**src/dtp_pkg.sv**
```systemverilog
// Package for the dual timer with PWM and capture: register offsets, field layouts,
// reset values and clock selector codes.
// Assumes a 16-bit register port with byte offsets taken from the low address byte.
package dtp_pkg;

   // Data and address widths of the register port.
   localparam int DATA_W = 16;
   localparam int ADDR_W = 8;

   // Register offsets.
   localparam logic [7:0] OFS_COUNTER_ONE   = 8'h40;
   localparam logic [7:0] OFS_RELOAD_A      = 8'h42;
   localparam logic [7:0] OFS_RELOAD_B      = 8'h44;
   localparam logic [7:0] OFS_COUNTER_TWO   = 8'h46;
   localparam logic [7:0] OFS_PRESCALE      = 8'h48;
   localparam logic [7:0] OFS_CLOCK_SELECT  = 8'h4A;
   localparam logic [7:0] OFS_MODE_CONTROL  = 8'h4C;
   localparam logic [7:0] OFS_IRQ_CONTROL   = 8'h4E;
   localparam logic [7:0] OFS_IRQ_CLEAR     = 8'h50;

   // Clock selector codes; every other code is reserved and stops the counter.
   localparam logic [2:0] CLK_SEL_NONE      = 3'h0;
   localparam logic [2:0] CLK_SEL_PRESCALED = 3'h1;
   localparam logic [2:0] CLK_SEL_SLOW      = 3'h4;

   // Width of the prescaler and position of the pending bits in the interrupt control register.
   localparam int PRESCALE_W = 5;
   localparam int PEND_LSB   = 4;

   // Reset values and the capture preset value.
   localparam logic [4:0]  RST_PRESCALE  = 5'h00;
   localparam logic [15:0] RST_COUNTER   = 16'h0000;
   localparam logic [15:0] RST_RELOAD    = 16'h0000;
   localparam logic [15:0] PRESET_VALUE  = 16'hFFFF;

   // Mode control register layout.
   typedef struct packed {
      logic initial_pin_level;
      logic pin_function_enable;
      logic capture_falling;
      logic capture_mode;
   } dtp_mode_t;

   // Clock select register layout.
   typedef struct packed {
      logic [2:0] sel_two;
      logic [2:0] sel_one;
   } dtp_clk_sel_t;

   // Interrupt enable and pending bit layout.
   typedef struct packed {
      logic d;
      logic c;
      logic b;
      logic a;
   } dtp_irq_bits_t;

   localparam dtp_mode_t     RST_MODE       = 4'h0;
   localparam dtp_clk_sel_t  RST_CLOCK_SEL  = 6'h00;
   localparam dtp_irq_bits_t RST_IRQ_BITS   = 4'h0;

endpackage

```
**src/dtp_sync_edge.sv**
```systemverilog
// Two-stage synchronizer with edge detection for one asynchronous input.
// Assumes the input changes no faster than the clock can sample it.
`timescale 1ns/100ps
`default_nettype none
module dtp_sync_edge (
   input  wire logic clk,
   input  wire logic rst_n,
   input  wire logic async_in,
   output logic      level,
   output logic      rise,
   output logic      fall
);

   logic meta_reg;
   logic sync_reg;
   logic last_reg;

   // First stage feeds only the second stage; the third stage holds the prior level.
   always_ff @(posedge clk or negedge rst_n) begin
      if (!rst_n) begin
         meta_reg <= 1'b0;
         sync_reg <= 1'b0;
         last_reg <= 1'b0;
      end else begin
         meta_reg <= async_in;
         sync_reg <= meta_reg;
         last_reg <= sync_reg;
      end
   end

   // Edge pulses last one clock.
   assign level = sync_reg;
   assign rise  = sync_reg & ~last_reg;
   assign fall  = ~sync_reg & last_reg;

endmodule
`default_nettype wire

```
**src/dtp_timer.sv**
```systemverilog
// Dual 16-bit down-counting timer with PWM output and input capture on one pin.
// Assumes a register master on clk, an asynchronous slow clock and an external pin driver.
`timescale 1ns/100ps
`default_nettype none
module dtp_timer #(
   parameter int CNT_W = 16
) (
   input  wire logic                        clk,
   input  wire logic                        rst_n,
   input  wire logic [dtp_pkg::ADDR_W-1:0]  reg_addr,
   input  wire logic [dtp_pkg::DATA_W-1:0]  reg_wdata,
   input  wire logic                        reg_wr,
   input  wire logic                        reg_rd,
   output logic      [dtp_pkg::DATA_W-1:0]  reg_rdata,
   input  wire logic                        slow_clk,
   input  wire logic                        timer_io_pin_in,
   output logic                             timer_io_pin_out,
   output logic                             timer_io_pin_oe,
   output logic                             irq_timer_one,
   output logic                             irq_timer_two
);

   // Reset release synchronizer.
   logic                         rst_meta_reg;
   logic                         rst_sync_reg;
   logic                         rst_n_s;

   // Register state.
   logic [CNT_W-1:0]             counter_one_reg;
   logic [CNT_W-1:0]             counter_two_reg;
   logic [CNT_W-1:0]             reload_capture_a_reg;
   logic [CNT_W-1:0]             reload_capture_b_reg;
   logic [dtp_pkg::PRESCALE_W-1:0] prescale_divisor_reg;
   logic [dtp_pkg::PRESCALE_W-1:0] prescale_count_reg;
   dtp_pkg::dtp_clk_sel_t        clock_select_reg;
   dtp_pkg::dtp_mode_t           mode_reg;
   dtp_pkg::dtp_irq_bits_t       irq_enable_reg;
   dtp_pkg::dtp_irq_bits_t       pend_reg;
   dtp_pkg::dtp_irq_bits_t       pend_next;
   dtp_pkg::dtp_irq_bits_t       pend_set;
   dtp_pkg::dtp_irq_bits_t       pend_clr;
   logic                         reload_from_a_reg;
   logic                         pin_out_reg;
   logic                         pin_oe_reg;
   logic [dtp_pkg::DATA_W-1:0]   rdata_reg;
   logic                         irq_one_reg;
   logic                         irq_two_reg;

   // Derived events.
   logic                         prescale_tick;
   logic                         slow_rise;
   logic                         pin_rise;
   logic                         pin_fall;
   logic                         tick_one;
   logic                         tick_two;
   logic                         run_one;
   logic                         run_two;
   logic                         underflow_one;
   logic                         underflow_two;
   logic                         capture_event;
   logic                         capture_preset;
   logic                         pwm_active;
   logic                         wr_counter_one;
   logic                         wr_counter_two;
   logic                         wr_reload_a;
   logic                         wr_reload_b;
   logic                         wr_prescale;
   logic                         wr_clock_select;
   logic                         wr_mode;
   logic                         wr_irq_control;
   logic                         wr_irq_clear;

   // Reset is taken asynchronously and released through two flip-flops.
   always_ff @(posedge clk or negedge rst_n) begin
      if (!rst_n) begin
         rst_meta_reg <= 1'b0;
         rst_sync_reg <= 1'b0;
      end else begin
         rst_meta_reg <= 1'b1;
         rst_sync_reg <= rst_meta_reg;
      end
   end

   assign rst_n_s = rst_sync_reg;

   // Slow clock and pin each pass a two-stage synchronizer before use.
   dtp_sync_edge u_slow_sync (
      .clk      (clk),
      .rst_n    (rst_n_s),
      .async_in (slow_clk),
      .level    (),
      .rise     (slow_rise),
      .fall     ()
   );

   dtp_sync_edge u_pin_sync (
      .clk      (clk),
      .rst_n    (rst_n_s),
      .async_in (timer_io_pin_in),
      .level    (),
      .rise     (pin_rise),
      .fall     (pin_fall)
   );

   // Register write decode.
   assign wr_counter_one  = reg_wr && (reg_addr == dtp_pkg::OFS_COUNTER_ONE);
   assign wr_counter_two  = reg_wr && (reg_addr == dtp_pkg::OFS_COUNTER_TWO);
   assign wr_reload_a     = reg_wr && (reg_addr == dtp_pkg::OFS_RELOAD_A);
   assign wr_reload_b     = reg_wr && (reg_addr == dtp_pkg::OFS_RELOAD_B);
   assign wr_prescale     = reg_wr && (reg_addr == dtp_pkg::OFS_PRESCALE);
   assign wr_clock_select = reg_wr && (reg_addr == dtp_pkg::OFS_CLOCK_SELECT);
   assign wr_mode         = reg_wr && (reg_addr == dtp_pkg::OFS_MODE_CONTROL);
   assign wr_irq_control  = reg_wr && (reg_addr == dtp_pkg::OFS_IRQ_CONTROL);
   assign wr_irq_clear    = reg_wr && (reg_addr == dtp_pkg::OFS_IRQ_CLEAR);

   // Prescaler counts down and ticks at zero, then reloads the divisor.
   assign prescale_tick = (prescale_count_reg == '0);

   always_ff @(posedge clk or negedge rst_n_s) begin
      if (!rst_n_s) begin
         prescale_count_reg <= dtp_pkg::RST_PRESCALE;
      end else if (prescale_tick) begin
         prescale_count_reg <= prescale_divisor_reg;
      end else begin
         prescale_count_reg <= prescale_count_reg - 5'h01;
      end
   end

   // Clock source selection; reserved codes stop the counter like no clock.
   assign run_one  = (clock_select_reg.sel_one == dtp_pkg::CLK_SEL_PRESCALED) ||
                     (clock_select_reg.sel_one == dtp_pkg::CLK_SEL_SLOW);
   assign run_two  = (clock_select_reg.sel_two == dtp_pkg::CLK_SEL_PRESCALED) ||
                     (clock_select_reg.sel_two == dtp_pkg::CLK_SEL_SLOW);
   assign tick_one = ((clock_select_reg.sel_one == dtp_pkg::CLK_SEL_PRESCALED) && prescale_tick) ||
                     ((clock_select_reg.sel_one == dtp_pkg::CLK_SEL_SLOW) && slow_rise);
   assign tick_two = run_two &&
                     ((clock_select_reg.sel_two == dtp_pkg::CLK_SEL_PRESCALED) ? prescale_tick : slow_rise);

   // Underflow is a tick arriving while the count is zero.
   assign underflow_one  = tick_one && (counter_one_reg == '0);
   assign underflow_two  = tick_two && (counter_two_reg == '0);
   assign pwm_active     = !mode_reg.capture_mode;
   assign capture_event  = mode_reg.capture_mode &&
                           (mode_reg.capture_falling ? pin_fall : pin_rise);
   assign capture_preset = capture_event && mode_reg.pin_function_enable;

   // Counter one: preset on capture, then reload or decrement on ticks, else software write.
   // Nothing advances without a clock edge, so a stopped system clock holds the count.
   always_ff @(posedge clk or negedge rst_n_s) begin
      if (!rst_n_s) begin
         counter_one_reg <= dtp_pkg::RST_COUNTER;
      end else if (capture_preset) begin
         counter_one_reg <= dtp_pkg::PRESET_VALUE;
      end else if (underflow_one && pwm_active) begin
         counter_one_reg <= reload_from_a_reg ? reload_capture_a_reg : reload_capture_b_reg;
      end else if (tick_one) begin
         counter_one_reg <= counter_one_reg - 16'h0001;
      end else if (wr_counter_one) begin
         counter_one_reg <= reload_data(reg_wdata);
      end
   end

   // Alternation pointer returns to A whenever counter one is stopped or not in PWM mode.
   always_ff @(posedge clk or negedge rst_n_s) begin
      if (!rst_n_s) begin
         reload_from_a_reg <= 1'b1;
      end else if (!run_one || !pwm_active) begin
         reload_from_a_reg <= 1'b1;
      end else if (underflow_one) begin
         reload_from_a_reg <= ~reload_from_a_reg;
      end
   end

   // Counter two is a plain down counter that wraps through all ones.
   always_ff @(posedge clk or negedge rst_n_s) begin
      if (!rst_n_s) begin
         counter_two_reg <= dtp_pkg::RST_COUNTER;
      end else if (tick_two) begin
         counter_two_reg <= counter_two_reg - 16'h0001;
      end else if (wr_counter_two) begin
         counter_two_reg <= reload_data(reg_wdata);
      end
   end

   // Reload/capture A takes the count on a capture, otherwise software writes it.
   always_ff @(posedge clk or negedge rst_n_s) begin
      if (!rst_n_s) begin
         reload_capture_a_reg <= dtp_pkg::RST_RELOAD;
      end else if (capture_event) begin
         reload_capture_a_reg <= counter_one_reg;
      end else if (wr_reload_a) begin
         reload_capture_a_reg <= reload_data(reg_wdata);
      end
   end

   // Reload B is written by software only.
   always_ff @(posedge clk or negedge rst_n_s) begin
      if (!rst_n_s) begin
         reload_capture_b_reg <= dtp_pkg::RST_RELOAD;
      end else if (wr_reload_b) begin
         reload_capture_b_reg <= reload_data(reg_wdata);
      end
   end

   // Control registers; clock select cleared at reset keeps both counters stopped.
   always_ff @(posedge clk or negedge rst_n_s) begin
      if (!rst_n_s) begin
         prescale_divisor_reg <= dtp_pkg::RST_PRESCALE;
         clock_select_reg     <= dtp_pkg::RST_CLOCK_SEL;
         mode_reg             <= dtp_pkg::RST_MODE;
         irq_enable_reg       <= dtp_pkg::RST_IRQ_BITS;
      end else begin
         if (wr_prescale) begin
            prescale_divisor_reg <= reg_wdata[dtp_pkg::PRESCALE_W-1:0];
         end
         if (wr_clock_select) begin
            clock_select_reg <= reg_wdata[5:0];
         end
         if (wr_mode) begin
            mode_reg <= reg_wdata[3:0];
         end
         if (wr_irq_control) begin
            irq_enable_reg <= reg_wdata[3:0];
         end
      end
   end

   // Pending flag sources per mode; a set in the clearing cycle wins.
   always_comb begin
      pend_set   = '0;
      pend_set.a = (pwm_active && underflow_one && reload_from_a_reg) || capture_event;
      pend_set.b = pwm_active && underflow_one && !reload_from_a_reg;
      pend_set.c = !pwm_active && underflow_one;
      pend_set.d = underflow_two;
      pend_clr   = wr_irq_clear ? dtp_pkg::dtp_irq_bits_t'(reg_wdata[3:0]) : '0;
      pend_next  = (pend_reg & ~pend_clr) | pend_set;
   end

   always_ff @(posedge clk or negedge rst_n_s) begin
      if (!rst_n_s) begin
         pend_reg <= dtp_pkg::RST_IRQ_BITS;
      end else begin
         pend_reg <= pend_next;
      end
   end

   // Interrupt outputs: sources A, B and C share line one, D has line two.
   always_ff @(posedge clk or negedge rst_n_s) begin
      if (!rst_n_s) begin
         irq_one_reg <= 1'b0;
         irq_two_reg <= 1'b0;
      end else begin
         irq_one_reg <= (pend_reg.a && irq_enable_reg.a) ||
                        (pend_reg.b && irq_enable_reg.b) ||
                        (pend_reg.c && irq_enable_reg.c);
         irq_two_reg <= pend_reg.d && irq_enable_reg.d;
      end
   end

   // Pin drive: starts at the programmed level, toggles on each PWM underflow.
   always_ff @(posedge clk or negedge rst_n_s) begin
      if (!rst_n_s) begin
         pin_out_reg <= 1'b0;
         pin_oe_reg  <= 1'b0;
      end else begin
         pin_oe_reg <= pwm_active && mode_reg.pin_function_enable;
         if (!pwm_active || !mode_reg.pin_function_enable || !run_one) begin
            pin_out_reg <= mode_reg.initial_pin_level;
         end else if (underflow_one) begin
            pin_out_reg <= ~pin_out_reg;
         end
      end
   end

   // Read data stand for one cycle after the read strobe; unmapped offsets read zero.
   always_ff @(posedge clk or negedge rst_n_s) begin
      if (!rst_n_s) begin
         rdata_reg <= '0;
      end else if (reg_rd) begin
         unique case (reg_addr)
            dtp_pkg::OFS_COUNTER_ONE:  rdata_reg <= counter_one_reg;
            dtp_pkg::OFS_RELOAD_A:     rdata_reg <= reload_capture_a_reg;
            dtp_pkg::OFS_RELOAD_B:     rdata_reg <= reload_capture_b_reg;
            dtp_pkg::OFS_COUNTER_TWO:  rdata_reg <= counter_two_reg;
            dtp_pkg::OFS_PRESCALE:     rdata_reg <= {11'h000, prescale_divisor_reg};
            dtp_pkg::OFS_CLOCK_SELECT: rdata_reg <= {10'h000, clock_select_reg};
            dtp_pkg::OFS_MODE_CONTROL: rdata_reg <= {12'h000, mode_reg};
            dtp_pkg::OFS_IRQ_CONTROL:  rdata_reg <= {8'h00, pend_reg, irq_enable_reg};
            default:                   rdata_reg <= '0;
         endcase
      end else begin
         rdata_reg <= '0;
      end
   end

   // Fits bus data to the counter width.
   function automatic logic [CNT_W-1:0] reload_data(input logic [dtp_pkg::DATA_W-1:0] d);
      reload_data = d[CNT_W-1:0];
   endfunction

   // Outputs come straight from flip-flops.
   assign reg_rdata        = rdata_reg;
   assign timer_io_pin_out = pin_out_reg;
   assign timer_io_pin_oe  = pin_oe_reg;
   assign irq_timer_one    = irq_one_reg;
   assign irq_timer_two    = irq_two_reg;

endmodule
`default_nettype wire

```
**config.mk**
```make
export PLATFORM = sky130hd
export DESIGN_NAME = dtp_timer
export DESIGN_NICKNAME = d
export VERILOG_FILES = /design/src/dtp_pkg.sv /design/src/dtp_sync_edge.sv /design/src/dtp_timer.sv
export SDC_FILE = /design/constraint.sdc
export NUM_CORES = 1
export LEC_CHECK = 0
export ABC_AREA = 1
export CAP_MARGIN = 20
export CORE_MARGIN = 5
export CORE_UTILIZATION = 58
export DETAILED_ROUTE_END_ITERATION = 12
export DONT_BUFFER_PORTS = 1
export GPL_TIMING_DRIVEN = 0
export PLACE_DENSITY_LB_ADDON = 0.1
export SYNTH_ARGS = -nofsm -noshare
export SYNTH_HDL_FRONTEND = slang
export SYNTH_SLANG_ARGS = --single-unit
export TNS_END_PERCENT = 100
```
**constraint.sdc**
```tcl
create_clock -name clk -period 4.6 [get_ports clk]
set_clock_uncertainty 0.15 [all_clocks]
set_input_delay 0.92 -clock clk [delete_from_list [all_inputs] [get_ports clk]]
set_output_delay 0.92 -clock clk [all_outputs]
set_load 0.05 [all_outputs]
```
; ---- Word level (Yosys, flattened, before mapping)
; Index checks and enable logic that the tools add are counted.
[word_totals]
romBits = 0
output_inout_bits = 20
latch_bits = 0
ram_bits = 0
elab_cells = 126
n_memories = 0
inputBits = 30
ff_bits = 121
[classes]
order_cmp = 0
n_bitwise = 11
mul = 0
shifts = 0
n_mux = 19
addsub = 3
n_div = 0
reduce_logical = 46
eq_ne = 13
[op_table]
columns = op, n
row1 = two-way mux 16 bit, 10
row2 = case mux 16 bit (8 select lines), 1
row3 = "== test 8 x 7 -> 1 bit, second input constant", 9
row4 = zero test 16 bit, 2
row5 = "subtractor 16 x 1 -> 16 bit, second input constant", 2
row6 = logical AND 1 bit, 25
row7 = logical OR 1 bit, 9
row8 = nonzero test 2 bit, 4
row9 = "== test 3 x 1 -> 1 bit, second input constant", 2
row10 = "== test 3 bit, second input constant", 2
row11 = two-way mux 1 bit, 6
row12 = zero test 5 bit, 1
row13 = two-way mux 5 bit, 1
row14 = inverter 1 bit, 5
row15 = "subtractor 5 x 1 -> 5 bit, second input constant", 1
row16 = AND 4 bit, 1
row17 = zero test 1 bit, 4
row18 = two-way mux 4 bit, 1
row19 = inverter 4 bit, 1
row20 = OR 4 bit, 1
row21 = nonzero test 4 bit, 1
row22 = AND 1 bit, 3

; ---- Logic depth before layout (Yosys ltp)
; Gate-level depths: netlist of the first run.
[depth]
ltp_word = 9
depth_mapped = 13
mapped_depth_nobuf = 12

; ---- Cells and area by module
; Synthesis of the first run repeated with hierarchy kept, for this count alone.
[hier_totals]
cells_unflattened = 939
hier_area_um2 = 6862.8
[by_module_without_submodules]
columns = module, area_per_inst_um2, cells_each, seq_area_each_um2, instances
row1 = dtp_timer, 6682.7, 925, 2879.0, 1
row2 = dtp_sync_edge, 90.1, 7, 75.1, 2

; ---- Worst setup path before layout of the first run
; No wires, ideal clock.
[synth_timing]
kind = in2reg
from = input port reg_addr[5] (netlist name)
to = register counter_two_reg[11]
t_required_ns = 4.323
setup_slack_ns = 2.450
arrival_time_ns = 1.873
stages = 9
path_buffers = 1
setup_ns = 0.127
cell_sequence = nor2_1 nand3_2 inv_2 nand3_2 inv_1 nand2_2 buf_4 nand3_1 o211ai_2
[synth_via]
elab_chain_len = 3
[synth_lines]
columns = item, line_no
row1 = from (decl), dtp_timer.sv:10  ; input wire logic [dtp_pkg::ADDR_W-1:0] reg_addr,
row2 = == test 8 x 7 -> 1 bit, dtp_timer.sv:107  ; assign wr_counter_two = reg_wr && (reg_addr == dtp_pkg::OFS_COUNTER_TWO);
row3 = logical AND 1 bit, dtp_timer.sv:107
row4 = nonzero test 2 bit (no source line), -
row5 = to (signal assigned), dtp_timer.sv:177  ; counter_two_reg <= dtp_pkg::RST_COUNTER;
row6 = to (signal assigned), dtp_timer.sv:179  ; counter_two_reg <= counter_two_reg - 16'h0001;
row7 = to (signal assigned), dtp_timer.sv:181  ; counter_two_reg <= reload_data(reg_wdata);
row8 = to (decl), dtp_timer.sv:30  ; logic [CNT_W-1:0] counter_two_reg;
; No other way between the ends.
; A chain may end at the register's enable or synchronous reset.

; ---- Final worst setup path of the first run
[layout_timing]
from = register counter_one_reg[0]
to = register counter_one_reg[6]
[layout_via]
elab_chain_len = 5
elab_cells_between_ends = 8
classes_between = add/sub (1) / mux (3) / reduce/logical (4)
[layout_lines]
columns = item, line_no
row1 = from (decl), dtp_timer.sv:29  ; logic [CNT_W-1:0] counter_one_reg;
row2 = from (signal assigned), dtp_timer.sv:151  ; counter_one_reg <= dtp_pkg::RST_COUNTER;
row3 = from (signal assigned), dtp_timer.sv:153  ; counter_one_reg <= dtp_pkg::PRESET_VALUE;
row4 = from (signal assigned), dtp_timer.sv:155  ; counter_one_reg <= reload_from_a_reg ? reload_capture_a_reg : reload_capture_b_reg;
row5 = branches (longest 5 deep; another with subtractor 16 x 1 -> 16 bit), -
; Several ways; the timed one is not identified.

==> metrics.yaml, run 1 <==
clocking:
  cts_buffer_depth: 2
  hold_buffers: 0
  postCtsResizedCells: 0
  clk_latency_ns: 0.43
  htreeDepth: 4
  postCtsSetupRepairBufs: 0
  cts.clk_slew.worst_paths_ns: 0.05
  clock-sinks: 121
  cts_tree: "built"
  root_buffer: "clkbuf_16"
  numCtsBuffers: 17
synth:
  yosys.area_share.simple_pct: 29.4
  synth-seq-cells: 121
  ys_seq_area_share_pct: 43.5
  syn_nets: 954
  synth_common_cells: "nand2_1, dfrtp_1, inv_1"
  netlist_instances: 918
  synth.area.top_cells: "dfrtp_1, nand2_1, o21ai_0, inv_1, nand3_1"
  yosys_warnings: 0
  synth_fa_ha_area_share_pct: 1.08
  synth_compound_area_share_pct: 15.6
  synthMuxAreaShare_pct: 0
  netlist_area_mm2: 0.00696
  ys.flop_type: "dfrtp_1"
  synth_cell_type_count: 41
  synth-edff-count: 0
  synth-xor-area-share_pct: 0.881
  synth_top_cell_by_area: "dfrtp_1"
  synthArstFlopShare_pct: 100
  netlist.area_leader.share_pct: 43.1
  avgSynthCellArea_um2: 7.58
  synth_top_family_by_area: "simple AND/OR/NAND/NOR gates"
  synth_most_common_cell: "nand2_1"
global_routing:
  grt_max_degree: 47
  antenna_found_initial: 0
  overflow: 0
  grt_pass1_wl_mm: 35.1
  grt_pass1_vias: 6636
  grt_use_total_pct: 32.0
floorplanning:
  fp-row-count: 40
  initial_core_util_pct: 58.4
  die_y_um: 120
  die_w_um: 120
  core_mm2: 0.0119
  dieArea_mm2: 0.0143
  pin_count: 50
route:
  drt-initial-drc-count: 874
  drc_errors: 0
  drt_wl_total_mm: 21.7
  vias: 6645
  routed_via_density: 6.05
  antenna_left: 0
  first_pass_iters: 5
  wl_per_cell_um: 19.8
worst_setup_path:
  crit_path_top_delay_cell: "dfrtp_1"
  cp_num_buf_inv: 2
  cp.arrival_ns: 2.41
  worst_path_largest_cell_delay_ns: 0.44
  critical_path_class: "flop to flop"
  cp.required_ns: 4.76
  crit_path_start_kind: "flop"
  cp_cell_sequence: "clkinv_1 -> ha_1 -> nand2_1 -> nor2_1 -> nand2_1 -> nand3_1 -> nand3_2 -> nand3_1 -> o21ai_1 -> inv_1"
  cp-end-kind: "flop"
  crit_fanout: 9
  critical_path.top_delay_family: "simple AND/OR/NAND/NOR gates"
sta:
  hold_ws_ns: 0.0375
  grt_setup_unrepaired: "no"
  setup_viol_count_final: 0
  worst_pin_slew_ns: 0.550
  slew_violations: 0
  layout_min_cycle_time_ns: 2.25
  timing.setup.tns_ns: 0
  hold_viol: 0
  fin_crit_sh_pct: 49.0
  timing.fmax_mhz: 444
  setup_slack_ns: 2.35
  slew_headroom_pct: 62.9
placed_design:
  port_buffers: 0
  place.gp.congestion: 0.948
  hpwl_mm: 16.3
  dpl_worst_slack_ns: 2.15
hold_path:
  hold_path.class: "input pin to asynchronous set/reset pin"
outcome:
  outcome: "finished, final reports clean"
final_layout:
  antenna_cells: 0
  synthToLayoutAreaGrowth_pct: 12.1
  final_core_utilization_pct: 65.5
  fillers: 1051
  drive_gt1_share_pct: 11.5
  fin_nets: 975
power:
  irDropWorstVdd_uv: 258
  p_leak_nw: 3.62
  total_power_w: 0.00364
  powerDensity_mw_per_mm2: 466
run:
  max-cap-violations: 0
[cell type report]
cell class | count | area (um^2) | share of cell area (%)
inverters | 117 | 442 | 5.66
clock buffers | 24 | 492 | 6.30
flip-flops and latches | 121 | 3030 | 38.9
well taps | 147 | 184 | 2.36
repair buffers | 2 | 47.5 | 0.609
clock inverters | 7 | 115 | 1.48
multi-input cells | 647 | 3270 | 42.0
plain buffers | 33 | 215 | 2.76
[worst register-to-register path, delay by kind of cell, from the launching register on]
kind	cells	cell delay, ns
compound gates	1	0.13
fa+ha+maj	1	0.35
buf+inv	2	0.39
flops	1	0.44
simple gates	6	0.67
[cells in the final DEF (no fill, tap or decap), types with 3 or more instances in the layout]
cell       count
o221ai_1       5
clkbuf_16     17
nand2_2        3
xor2_1         7
nand3_4        3
buf_4          8
o21ai_1       14
o211ai_2       3
nand2_1      220
clkbuf_1       9
nand2_4        3
a211oi_1       3
clkbuf_8       4
o21ai_0       94
nor2_2         5
nor2_4         5
dfrtp_1      119
nand3_1       71
bufinv_16      3
nand3_2       13
a21oi_1       30
buf_6          6
inv_2          8
nor3_1         6
inv_1        105
buf_2         13
ha_1           6
nor2_1        87
o22ai_1       37
clkinv_1       3
nand4_1       19
[path summary, 6_finish.rpt]
path / start / end / slack [ns] / cells after the start
worst min-delay path: rst_n / rst_n_s$_DFF_PN0_ / 0.04 / 0
max in group asynchronous: rst_n_s$_DFF_PN0_ / reload_from_a_reg$_DFFE_PN1P_ / 3.47 / 1
worst max-delay path: counter_one_reg[0]$_DFFE_PN0P_ / counter_one_reg[6]$_DFFE_PN0P_ / 2.35 / 10
worst max register to register: counter_one_reg[0]$_DFFE_PN0P_ / counter_one_reg[6]$_DFFE_PN0P_ / 2.35 / 10
worst min register to register: rst_n_s$_DFF_PN0_ / counter_two_reg[10]$_DFFE_PN0P_ / 0.17 / 0
min in group clk: u_slow_sync.meta_reg$_DFF_PN0_ / u_slow_sync.level$_DFF_PN0_ / 0.20 / 0
[power by group]
part           total, W  internal, W  leakage, nW  switching, W
logic          0.000756     0.000253         1.84      0.000502
registers       0.00151      0.00127         1.49      0.000244
clock network   0.00137     0.000903        0.292      0.000466
[metrics by stage]
| stage | area [um^2] | std cells |
|---|---|---|
| floorplan | 6960 | 918 |
| global placement | 7140 | 1065 |
| detailed placement | 7190 | 1067 |
| CTS | 7800 | 1098 |
| global route | 7800 | 1098 |
| finish | 7800 | 1098 |
[cells by family after synthesis]
kind of cell,after synthesis
buf+inv,150
other cells,1
simple gates,441
xor+xnor,7
compound gates,192
fa+ha+maj,6
flops,121
[layer usage]
metal / part of all wire (%) / global-route usage [%] / up-vias / routed length (um)
met4: 3.8 / 15.9 / 0 / 817
met1: 42 / 42.4 / 3157 / 9140
met2: 47 / 50.6 / 334 / 10100
met3: 7.4 / 5.84 / 76 / 1600
li1: - / - / 3078 / -
met5: 0 / 0 / - / 0
Note: power is estimated with default switching activity, not from simulation.
==> run 2, diff against run 1 <==
==> constraint.sdc (replaced) <==
create_clock -name clk -period 2.2 [get_ports clk]
set_clock_uncertainty 0.15 [all_clocks]
set_input_delay 0.44 -clock clk [delete_from_list [all_inputs] [get_ports clk]]
set_output_delay 0.44 -clock clk [all_outputs]
set_load 0.05 [all_outputs]
==> run 2 against run 1 <==
Net effect: non-clock buffer count increased by 6; combinational power increased by 110%; register-to-register slack worse by 2.2 ns; flip-flop and latch count stayed put; die area stayed put; clock power up 110%; critical path depth grew 1; utilization is 0.56 points higher; power grew 110%; worst hold slack better by 0.017 ns; global-route usage fell by 0.93 points.
==> metrics.yaml, run 2 (synthesis results as in run 1) <==
placed_design:
  place.gp.congestion: 0.917
  hpwl_mm: 16.1
  place_area_mm2: 0.00719
  port_buffers: 0
final_layout:
  synthToLayoutAreaGrowth_pct: 13.1
  drive_gt1_share_pct: 12.9
  antenna_cells: 0
  fin_nets: 981
  design_area_mm2: 0.00787
  final_common_cell: "nand2_1"
  final_cell_mix: "nand2_1, dfrtp_1, inv_1"
sta:
  timing.setup.tns_ns: 0
  hold_viol: 0
  setup_viol_count_final: 0
  slew_violations: 0
  layout_min_cycle_time_ns: 2.09
  hold_ws_ns: 0.0545
  timing.fmax_mhz: 479
  fin_crit_sh_pct: 95.0
  slew_headroom_pct: 65.1
  worst_pin_slew_ns: 0.523
worst_setup_path:
  crit_fanout: 10
  r2r_setup_slack_ns: 0.11
  critical_path.top_delay_family: "simple AND/OR/NAND/NOR gates"
  cp.required_ns: 2.40
  crit_path_top_delay_cell: "dfrtp_1"
  cp-end-kind: "flop"
  crit_path_start_kind: "flop"
  timing.rr.start: "prescale_count_reg[0]$_DFF_PN0_"
  cp_cell_sequence: "inv_1 -> ha_1 -> inv_1 -> nor2_1 -> nand2_2 -> o21ai_1 -> nand2_2 -> nand2_2 -> buf_4 -> nand3_1 -> o211ai_1"
  crit_start: "prescale_count_reg[0]$_DFF_PN0_"
  cp.arrival_ns: 2.28
  cp_num_buf_inv: 3
  critical_path_class: "flop to flop"
  cp_common_cell: "nand2_2"
  worst_path_largest_cell_delay_ns: 0.36
power:
  clockPowerShare_pct: 37.4
  irDropWorstVdd_uv: 626
  pwr-share-seq_pct: 41.5
  p_comb_share_pct: 21.0
  p_switching_w: 0.00257
  powerDensity_mw_per_mm2: 970
  p_leak_nw: 3.65
  power_switching_share_pct: 33.7
  p_int_w: 0.00506
clocking:
  htreeDepth: 4
  root_buffer: "clkbuf_16"
  numCtsBuffers: 17
  cts.clk_slew.worst_paths_ns: 0.06
  cts_buffer_depth: 2
  cts_tree: "built"
  clk_latency_ns: 0.43
  clock-sinks: 121
route:
  drt-initial-drc-count: 784
  routed_via_density: 6.03
  first_pass_iters: 6
  drt_wl_total_mm: 21.5
  wl_per_cell_um: 19.5
  vias: 6654
  drc_errors: 0
  antenna_left: 0
floorplanning:
  pin_count: 50
  initial_core_util_pct: 58.4
  dieArea_mm2: 0.0143
  core_mm2: 0.0119
  fp-row-count: 40
  die_y_um: 120
  die_w_um: 120
global_routing:
  grt_use_total_pct: 31.0
  grt_max_degree: 42
  overflow: 0
  antenna_found_initial: 0
  grt_pass1_vias: 6421
  grt_pass1_wl_mm: 34.1
hold_path:
  hold_path.class: "input pin to flop"
  min-delay-start: "reg_wdata[12]"
run:
  max-cap-violations: 0
outcome:
  outcome: "finished, final reports clean"
==> run 2: cell count changes in the layout (fill, tap and decap cells not counted), sizes merged <==
cell and delta:
clkinv +2, dlygate4sd3 +4, clkbuf -2, buf +2
==> run 2: through the flow <==
| stage | total power [W] | instances | utilization, % | setup WS, ns |
|---|---|---|---|---|
| 6_report | 0.00763 | 1104 | 66.1 | 0.111 |
| 5_1_grt | 0.00800 | 1104 | 66.1 | -0.0194 |
| 4_1_cts | 0.00756 | 1101 | 65.6 | 0.0315 |
| 3_5_place_dp | 0.00471 | 1067 | 60.3 | -0.00757 |
| 3_3_place_gp | 0.00463 | 1065 | 60.0 | -0.667 |
| 2_1_floorplan | 0.00418 | 918 | - | 0.0323 |
==> run 2: routing by layer <==
metal  vias to the layer above  GRT usage (%)  routed length, um
met5                         -              0                  0
met4                         0           11.7                679
met3                        59           6.79               1530
met2                       322           49.4              10100
met1                      3192           41.8               9200
li1                       3081              -                  -
==> run 2: path summary, 6_finish.rpt <==
check                      cells past startpoint                              end
max                                           11  counter_two_reg[12]$_DFFE_PN0P_
min                                            2  counter_two_reg[12]$_DFFE_PN0P_
max reg2reg                                   11  counter_two_reg[12]$_DFFE_PN0P_
min reg2reg                                    0   counter_two_reg[8]$_DFFE_PN0P_
max in group asynchronous                      1    reload_from_a_reg$_DFFE_PN1P_
min in group asynchronous                      1                rst_n_s$_DFF_PN0_
==> run 2: timing repair <==
action,in CTS,in global routing
setup endpoints to repair,3,30
buffers inserted,0,3
gates resized for setup,0,17
hold endpoints to repair,5,0
pin swaps,0,3
hold buffers,4,0
==> run 2: power groups by stage <==
| stage | logic [W] | registers (W) | clock network (W) |
|---|---|---|---|
| after floorplan | 0.00114 | 0.00304 | 0 |
| after global placement | 0.00144 | 0.00319 | 0 |
| after detailed placement | 0.00153 | 0.00318 | 0 |
| after CTS | 0.00155 | 0.00315 | 0.00286 |
| after global routing | 0.00181 | 0.00322 | 0.00298 |
| final | 0.00160 | 0.00317 | 0.00286 |
==> run 2: final cells by class <==
class | instances | area, um^2
clock inverters | 9 | 123
plain buffers | 32 | 216
flip-flops and latches | 121 | 3030
fillers | 1080 | 4040
well taps | 147 | 184
repair buffers | 9 | 103
inverters | 117 | 448
multi-input cells | 647 | 3290
clock buffers | 22 | 474
==> run 2: worst reg2reg max path: stages (launching register included) <==
cell      delay (ns)
dfrtp_1         0.36
inv_1           0.11
ha_1            0.20
inv_1           0.06
nor2_1          0.13
nand2_2         0.11
o21ai_1         0.17
nand2_2         0.15
nand2_2         0.16
buf_4           0.22
nand3_1         0.10
o211ai_1        0.09
